## config.mk

```make
export PLATFORM = sky130hd
export DESIGN_NAME = rta_top
export DESIGN_NICKNAME = d
export VERILOG_FILES = /design/src/rta_pkg.sv /design/src/rta_alarm_match.sv /design/src/rta_top.sv
export SDC_FILE = /design/constraint.sdc
export NUM_CORES = 1
export LEC_CHECK = 0
export BUFFER_PORTS_ARGS = -buffer_cell sky130_fd_sc_hd__buf_2
export CAP_MARGIN = 20
export CELL_PAD_IN_SITES_DETAIL_PLACEMENT = 0
export CELL_PAD_IN_SITES_GLOBAL_PLACEMENT = 1
export CORE_MARGIN = 3
export CORE_UTILIZATION = 34
export DETAILED_ROUTE_END_ITERATION = 12
export PLACE_DENSITY = 0.78
export SYNTH_ARGS = -nofsm -noshare
export SYNTH_HDL_FRONTEND = slang
export SYNTH_HIERARCHICAL = 1
export SYNTH_SLANG_ARGS = --single-unit
```

## constraint.sdc

```tcl
create_clock -name CORE_CLK -period 2.6 [get_ports CORE_CLK]
set_input_delay 0 -clock CORE_CLK [delete_from_list [all_inputs] [get_ports CORE_CLK]]
set_output_delay 0 -clock CORE_CLK [all_outputs]
set_load 0.02 [all_outputs]
```

## src/rta_pkg.sv

```systemverilog
// Purpose: Constants for the calendar alarm and periodic flag block
// Assumes: Registers reached over AHB-Lite, one 32-bit word per index
// Notes: Byte address of a register is four times its index
// Operation
// - Compare valid enabled alarm fields against time
// - Minute alarm: bit7 disable, BCD 00-59
// - Hour alarm: bit7 disable, 12h/24h BCD hours
// - Day alarm: bit7 disable, BCD 01-31
// - Weekday alarm: bit7 disable, code 0-6
// - Alarm flag sets on each entry into a full match
// - Flag sticks; clears only when the host writes zero to it
// - Disabled alarm fields excluded from match
// - Flag writes AND with current value
// - Control register bit layout of flags, enables
// - Bit 4 selects pulse or level interrupt
// - Second enable overrides minute enable; minute ticks count only with bit 7 clear
// - Periodic flag sets on enabled counter tick
// - Periodic pulse every period regardless flag
// - Periodic flag readable and clearable by host
// - Hour format select governs hour alarm meaning
// - Current minutes are BCD 00-59
`default_nettype none
package rta_pkg;
  // Register indices
  localparam logic [7:0] RTA_IDX_CTRL = 8'h01;
  localparam logic [7:0] RTA_IDX_AMIN = 8'h09;
  localparam logic [7:0] RTA_IDX_AHOUR = 8'h0a;
  localparam logic [7:0] RTA_IDX_ADAY = 8'h0b;
  localparam logic [7:0] RTA_IDX_AWDAY = 8'h0c;
  localparam logic [7:0] RTA_IDX_HFMT = 8'h10;
  localparam int RTA_IDX_SHIFT = 2;
  // Control register fields
  localparam int RTA_B_SECEN = 7;
  localparam int RTA_B_MINEN = 6;
  localparam int RTA_B_PFLAG = 5;
  localparam int RTA_B_PULSE = 4;
  localparam int RTA_B_AFLAG = 3;
  localparam int RTA_B_CFLAG = 2;
  localparam int RTA_B_AIE = 1;
  localparam int RTA_B_CIE = 0;
  // Alarm register fields
  localparam int RTA_B_DIS = 7;
  localparam int RTA_B_PM = 5;
  // Reset values
  localparam logic [7:0] RTA_CTRL_RST = 8'h00;
  localparam logic [7:0] RTA_ALARM_RST = 8'h80;
  // Tick selection codes
  localparam logic [1:0] RTA_TICK_OFF = 2'h0;
  localparam logic [1:0] RTA_TICK_MIN = 2'h1;
  // AHB constants
  localparam logic [1:0] RTA_HTRANS_NONSEQ = 2'h2;
  localparam logic [1:0] RTA_HTRANS_SEQ = 2'h3;
endpackage
`default_nettype wire

```

## src/rta_alarm_match.sv

```systemverilog
// Purpose: Combinational compare of alarm fields against current time
// Assumes: Time inputs are BCD with unused bits zero
// Notes: An enabled field holding an invalid value never matches
`default_nettype none
module rta_alarm_match (
  // Alarm registers
  input wire logic [7:0] alarm_min,
  input wire logic [7:0] alarm_hour,
  input wire logic [7:0] alarm_day,
  input wire logic [7:0] alarm_wday,
  input wire logic hour_12,
  // Current time
  input wire logic [6:0] now_min,
  input wire logic [5:0] now_hour,
  input wire logic [5:0] now_day,
  input wire logic [2:0] now_wday,
  // Result
  output logic match,
  output logic any_enabled
);
  import rta_pkg::*;

  // BCD value check within lo..hi
  function automatic logic bcd_ok(input logic [6:0] v, input logic [6:0] lo,
                                  input logic [6:0] hi);
    bcd_ok = (v[3:0] <= 4'h9) && (v >= lo) && (v <= hi);
  endfunction

  logic [3:0] dis;
  logic [3:0] hit;
  logic hour_ok;

  // Disable bits of all four fields
  assign dis = {alarm_min[RTA_B_DIS], alarm_hour[RTA_B_DIS], alarm_day[RTA_B_DIS],
                alarm_wday[RTA_B_DIS]};

  // Hour field validity depends on format
  always_comb begin
    if (hour_12) begin
      hour_ok = bcd_ok({2'h0, alarm_hour[4:0]}, 7'h01, 7'h12);
    end else begin
      hour_ok = bcd_ok({1'b0, alarm_hour[5:0]}, 7'h00, 7'h23);
    end
  end

  // Per-field hits, each forced true when disabled
  assign hit[3] = dis[3] | (bcd_ok(alarm_min[6:0], 7'h00, 7'h59) &&
                  alarm_min[6:0] == now_min);
  assign hit[2] = dis[2] | (hour_ok && alarm_hour[5:0] == now_hour);
  assign hit[1] = dis[1] | (bcd_ok({1'b0, alarm_day[5:0]}, 7'h01, 7'h31) &&
                  alarm_day[5:0] == now_day);
  assign hit[0] = dis[0] | (alarm_wday[2:0] <= 3'h6 &&
                  alarm_wday[2:0] == now_wday);

  // Full match needs at least one enabled field
  assign any_enabled = ~&dis;
  assign match = &hit & any_enabled;
endmodule
`default_nettype wire

```

## src/rta_top.sv

```systemverilog
// Purpose: Alarm compare, periodic tick flag and shared flag register
// Assumes: Tick and countdown inputs are one-cycle pulses on CORE_CLK
// Notes: Registers sit on AHB-Lite with zero wait states
//
// Our own choice: register access over AHB-Lite.
`default_nettype none
module rta_top (
  // Clock and reset
  input wire logic CORE_CLK,
  input wire logic SRST,
  // AHB-Lite slave
  input wire logic HSEL,
  input wire logic [31:0] HADDR,
  input wire logic [1:0] HTRANS,
  input wire logic HWRITE,
  input wire logic [2:0] HSIZE,
  input wire logic HREADY,
  input wire logic [31:0] HWDATA,
  output logic [31:0] HRDATA,
  output logic HREADYOUT,
  output logic HRESP,
  // Current time from the timekeeping counters
  input wire logic [6:0] NOW_MIN,
  input wire logic [5:0] NOW_HOUR,
  input wire logic [5:0] NOW_DAY,
  input wire logic [2:0] NOW_WDAY,
  // Counter increment and countdown events
  input wire logic SEC_TICK,
  input wire logic MIN_TICK,
  input wire logic COUNTDOWN_EVENT,
  // Flag and control state to the interrupt logic
  output logic ALARM_FLAG,
  output logic PERIODIC_FLAG,
  output logic COUNTDOWN_FLAG,
  output logic PERIODIC_PULSE,
  output logic IRQ_PULSE_OR_LEVEL_SELECT,
  output logic ALARM_IRQ_ENABLE,
  output logic COUNTDOWN_IRQ_ENABLE,
  output logic HOUR_12_MODE
);
  import rta_pkg::*;

  logic [7:0] ctrl_r;
  logic [7:0] amin_r;
  logic [7:0] ahour_r;
  logic [7:0] aday_r;
  logic [7:0] awday_r;
  logic hfmt_r;
  logic wr_pend_r;
  logic [7:0] wr_idx_r;
  logic match;
  logic any_en;
  logic match_prev_r;
  logic alarm_set;
  logic per_set;
  logic [1:0] tick_sel;
  logic addr_ok;
  logic [7:0] rd_val;
  logic [7:0] ctrl_nxt;
  logic ctrl_wr;

  // Address phase accepted
  assign addr_ok = HSEL && HREADY && (HTRANS == RTA_HTRANS_NONSEQ || HTRANS == RTA_HTRANS_SEQ);

  // Compare unit
  rta_alarm_match u_match (
    .alarm_min(amin_r),
    .alarm_hour(ahour_r),
    .alarm_day(aday_r),
    .alarm_wday(awday_r),
    .hour_12(hfmt_r),
    .now_min(NOW_MIN),
    .now_hour(NOW_HOUR),
    .now_day(NOW_DAY),
    .now_wday(NOW_WDAY),
    .match(match),
    .any_enabled(any_en)
  );

  // Previous match level for edge detection
  always_ff @(posedge CORE_CLK) begin
    if (SRST) begin
      match_prev_r <= 1'b0;
    end else begin
      match_prev_r <= match;
    end
  end

  // Alarm event only on entry into a match
  assign alarm_set = match && !match_prev_r && any_en;

  // Tick decoding from the two enable bits
  assign tick_sel = {ctrl_r[RTA_B_SECEN], ctrl_r[RTA_B_MINEN]};
  assign per_set = (tick_sel == RTA_TICK_MIN && MIN_TICK) ||
                   (tick_sel[1] && SEC_TICK);

  // Pending write captured in address phase
  always_ff @(posedge CORE_CLK) begin
    if (SRST) begin
      wr_pend_r <= 1'b0;
      wr_idx_r <= 8'h00;
    end else begin
      wr_pend_r <= addr_ok && HWRITE;
      if (addr_ok) begin
        wr_idx_r <= HADDR[RTA_IDX_SHIFT +: 8];
      end
    end
  end

  assign ctrl_wr = wr_pend_r && wr_idx_r == RTA_IDX_CTRL && HADDR[1:0] == 2'h0;

  // Control register: plain bits load, flags AND on write, set wins
  always_comb begin
    ctrl_nxt = ctrl_r;
    if (ctrl_wr) begin
      ctrl_nxt[RTA_B_SECEN] = HWDATA[RTA_B_SECEN];
      ctrl_nxt[RTA_B_MINEN] = HWDATA[RTA_B_MINEN];
      ctrl_nxt[RTA_B_PULSE] = HWDATA[RTA_B_PULSE];
      ctrl_nxt[RTA_B_AIE] = HWDATA[RTA_B_AIE];
      ctrl_nxt[RTA_B_CIE] = HWDATA[RTA_B_CIE];
      ctrl_nxt[RTA_B_PFLAG] = ctrl_r[RTA_B_PFLAG] & HWDATA[RTA_B_PFLAG];
      ctrl_nxt[RTA_B_AFLAG] = ctrl_r[RTA_B_AFLAG] & HWDATA[RTA_B_AFLAG];
      ctrl_nxt[RTA_B_CFLAG] = ctrl_r[RTA_B_CFLAG] & HWDATA[RTA_B_CFLAG];
    end
    if (per_set) begin
      ctrl_nxt[RTA_B_PFLAG] = 1'b1;
    end
    if (alarm_set) begin
      ctrl_nxt[RTA_B_AFLAG] = 1'b1;
    end
    if (COUNTDOWN_EVENT) begin
      ctrl_nxt[RTA_B_CFLAG] = 1'b1;
    end
  end

  always_ff @(posedge CORE_CLK) begin
    if (SRST) begin
      ctrl_r <= RTA_CTRL_RST;
    end else begin
      ctrl_r <= ctrl_nxt;
    end
  end

  // Alarm and format registers
  always_ff @(posedge CORE_CLK) begin
    if (SRST) begin
      amin_r <= RTA_ALARM_RST;
      ahour_r <= RTA_ALARM_RST;
      aday_r <= RTA_ALARM_RST;
      awday_r <= RTA_ALARM_RST;
      hfmt_r <= 1'b0;
    end else if (wr_pend_r) begin
      if (wr_idx_r == RTA_IDX_AMIN) begin
        amin_r <= HWDATA[7:0];
      end else if (wr_idx_r == RTA_IDX_AHOUR) begin
        ahour_r <= HWDATA[7:0];
      end else if (wr_idx_r == RTA_IDX_ADAY) begin
        aday_r <= HWDATA[7:0];
      end else if (wr_idx_r == RTA_IDX_AWDAY) begin
        awday_r <= HWDATA[7:0];
      end else if (wr_idx_r == RTA_IDX_HFMT) begin
        hfmt_r <= HWDATA[0];
      end
    end
  end

  // Read decode, unmapped reads as zero
  always_comb begin
    if (HADDR[RTA_IDX_SHIFT +: 8] == RTA_IDX_CTRL) begin
      rd_val = ctrl_r;
    end else if (HADDR[RTA_IDX_SHIFT +: 8] == RTA_IDX_AMIN) begin
      rd_val = amin_r;
    end else if (HADDR[RTA_IDX_SHIFT +: 8] == RTA_IDX_AHOUR) begin
      rd_val = ahour_r;
    end else if (HADDR[RTA_IDX_SHIFT +: 8] == RTA_IDX_ADAY) begin
      rd_val = aday_r;
    end else if (HADDR[RTA_IDX_SHIFT +: 8] == RTA_IDX_AWDAY) begin
      rd_val = awday_r;
    end else if (HADDR[RTA_IDX_SHIFT +: 8] == RTA_IDX_HFMT) begin
      rd_val = {7'h00, hfmt_r};
    end else begin
      rd_val = 8'h00;
    end
  end

  // Read data registered into the data phase
  always_ff @(posedge CORE_CLK) begin
    if (SRST) begin
      HRDATA <= 32'h0000_0000;
    end else if (addr_ok && !HWRITE) begin
      HRDATA <= {24'h00_0000, rd_val};
    end
  end

  // Zero-wait OKAY slave
  always_ff @(posedge CORE_CLK) begin
    if (SRST) begin
      HREADYOUT <= 1'b1;
      HRESP <= 1'b0;
    end else begin
      HREADYOUT <= 1'b1;
      HRESP <= 1'b0;
    end
  end

  // Registered outputs to the interrupt logic
  always_ff @(posedge CORE_CLK) begin
    if (SRST) begin
      ALARM_FLAG <= 1'b0;
      PERIODIC_FLAG <= 1'b0;
      COUNTDOWN_FLAG <= 1'b0;
      PERIODIC_PULSE <= 1'b0;
      IRQ_PULSE_OR_LEVEL_SELECT <= 1'b0;
      ALARM_IRQ_ENABLE <= 1'b0;
      COUNTDOWN_IRQ_ENABLE <= 1'b0;
      HOUR_12_MODE <= 1'b0;
    end else begin
      ALARM_FLAG <= ctrl_nxt[RTA_B_AFLAG];
      PERIODIC_FLAG <= ctrl_nxt[RTA_B_PFLAG];
      COUNTDOWN_FLAG <= ctrl_nxt[RTA_B_CFLAG];
      PERIODIC_PULSE <= per_set;
      IRQ_PULSE_OR_LEVEL_SELECT <= ctrl_nxt[RTA_B_PULSE];
      ALARM_IRQ_ENABLE <= ctrl_nxt[RTA_B_AIE];
      COUNTDOWN_IRQ_ENABLE <= ctrl_nxt[RTA_B_CIE];
      HOUR_12_MODE <= hfmt_r;
    end
  end
endmodule
`default_nettype wire

```

==> results.cfg <==
[finish]
final_net_count = 548
syn2layout_area_growth_pct = 21.6
drive_gt1_frac = 0.214
n_antenna_cell = 0
fill_cells = 902

[synthesis]
seq_area_frac_synth = 0.377
synth-main-ff-cell = dfxtp_1
yosysTopAreaCell = dfxtp_1
synthTopCellsByArea = dfxtp_1 38%, mux2i_1 11%, buf_4 6.0%
async_flop_share = 0
synth_edf_count = 0
synth_cell_type_count = 50
yosys-top-cells-count = 61 x dfxtp_1, 48 x nor2_1, 34 x mux2i_1
synth.avg_cell_area_um2 = 8.79
ys_ff_latch = 61
yosysMostFrequentCell = dfxtp_1
synth_top_area_frac = 0.377
synthCells = 368
yosys_warnings = 6
syn-cell-area_um2 = 3240

[power]
power_mw = 1.92
ir_drop_uv = 298
p_leak_nw = 1.69
powerDensity_nw_per_um2 = 487

[detailed_routing]
drc = 0
vias = 2875
postRouteAntennaNets = 0
drtIter0Drc = 123
drt-pass1-iter-count = 5
avgRoutedWirePerCell_um = 15.3
finalWirelength_um = 8850
routed_via_density = 4.97

[clock_network]
cts_setup_buffers = 0
postCtsHoldBufs = 16
worstSkewPairLatency_ns = 0.34
htreeDepth = 3
ctsResizeCount = 0
path_clk_slew_ns = 0.07
cts_tree = done
cts_buffer_depth = 2
clock-sinks = 61
numCtsBuffers = 9
cts_root_buffer = clkbuf_8

[job]
drv_cap = 0

[grt]
track_usage = 0.165
grt_pass1_vias = 2851
grt_max_degree = 35
grt_pass1_wl_um = 14300
grt_overflow = 0
antenna_found_initial = 0

[worst_hold_path]
worstHoldStart = HWDATA[0]
min_path_type = input port to flip-flop
hold_end = awday_r[0]
worstHoldPathCells = 3

[worst_setup_path]
arrival_ns = 2.22
ff2ff_setup_slack_ns = 0.60
timing.critical_path.buf_inv = 1
crit_path_top_delay_cell = or4b_4
crit_path_end_kind = flip-flop
reg2reg_from = wr_idx_r[7]
crit_start = wr_idx_r[7]
crit_required_ns = 2.82
r2r-end = aday_r[7]
critical_path.max_fanout = 16
path_class = flip-flop to flip-flop
r2r_cells = 5
cp_cell_sequence = or4b_4, or4_1, buf_4, nor3_1, a21oi_1
cp_top_family = simple AND/OR/NAND/NOR gates
cp-start-kind = flip-flop
cpPeakStageDelay_ns = 0.58

[status]
run_status = finished, final reports clean

[sta]
max_freq_ghz = 0.500
finalCritPeriodShare = 0.770
rsz0062_at_grt = false
hold_violations = 0
finalSetupTns_ns = 0
finalClockSkew_ns = 0.00959
setup_viol = 0
worst_pin_slew_ns = 0.793
relSlewSlack = 0.471
period_needed_ns = 2.00
finalMaxSlewViolations = 0

[placed_design]
place_hpwl_um = 6370
place_congestion = 0.818
io_buffers = 64

[floorplanning]
initial_core_util = 0.360
die_h_um = 104
rows = 34
die_w_um = 104
die_area_um2 = 10700
core_area_um2 = 8980
io_pins = 141
==> flip-flops by register name (all words and copies together) (netlist names) <==
signal / count
match_prev_r: 1
wr_idx_r: 8
hfmt_r: 1
aday_r: 8
amin_r: 8
HRDATA: 8
HOUR_12_MODE: 1
awday_r: 8
ahour_r: 8
PERIODIC_PULSE: 1
wr_pend_r: 1
ctrl_r: 8
==> power by group <==
part / internal [mW] / switching (mW) / total [mW] / leakage, nW
combinational: 0.0730 / 0.124 / 0.197 / 1.11
clock: 0.418 / 0.354 / 0.773 / 0.0926
sequential: 0.940 / 0.00576 / 0.946 / 0.492
==> through the flow <==
stage	worst slack, ns	hold slack (ns)	cells	utilization	area, µm²
floorplan	0.700	0.129	392	-	3330
global placement	0.633	0.246	548	0.401	3600
detailed placement	0.630	0.248	548	0.401	3600
CTS	0.607	0.00905	579	0.438	3930
global route	0.518	0.0121	579	0.438	3930
finish	0.598	0.0195	579	0.438	3930
==> per-layer routing <==
metal | GRT usage | wire (µm)
met3 | 0.0510 | 612
met2 | 0.270 | 4210
met4 | 0.0522 | 110
met5 | 0 | 0
met1 | 0.208 | 3920
==> worst min-delay path: stages <==
cell and delay, ns:
buf_2 0.16, mux2i_1 0.09, nor2_1 0.08
==> cells in the final DEF (no fill, tap or decap), drive strengths merged, types with 3 or more instances in the layout <==
cell type / Yosys / layout
inv: 7 / 7
nand2: 27 / 27
a21oi: 17 / 17
nand2b: 10 / 10
dfxtp: 61 / 61
nand3: 3 / 3
dlygate4sd3: 0 / 16
nor4b: 3 / 3
a221o: 7 / 7
o2bb2ai: 8 / 8
nor4: 6 / 6
nor2b: 9 / 9
o21ai: 14 / 14
nor3: 9 / 9
conb: 2 / 26
a22oi: 8 / 8
clkbuf: 11 / 14
xor2: 13 / 13
buf: 31 / 72
nor2: 48 / 48
mux2i: 34 / 34
nand3b: 8 / 8
nand4: 5 / 5
==> worst max path at each step <==
stage,slack [ns],to,depth (start not counted)
after floorplan,0.70,aday_r[6],6
after global placement,0.63,aday_r[7],5
after detailed placement,0.63,aday_r[7],5
after CTS,0.61,aday_r[7],5
after global routing,0.52,aday_r[7],5
final,0.60,aday_r[7],5
==> logic make-up after synthesis <==
logic type / share of synthesized area
buffers and inverters: 0.0928
xor gates and xnor gates: 0.0406
and+or+nand+nor: 0.222
AOI/OAI and AO/OA: 0.160
other: 0.00232
DFF: 0.377
muxes: 0.105
==> area by class of cell <==
cell class                      instances  area [µm²]  area share
Clock buffer                           14         173      0.0439
Clock inverter                          1        5.00     0.00127
Inverter                                7        26.3     0.00668
Multi-Input combinational cell        282        1810       0.460
Sequential cell                        61        1220       0.310
Tap cell                              126         158      0.0401
Timing Repair Buffer                   88         541       0.137
Note: power is estimated with default switching activity, not from simulation.
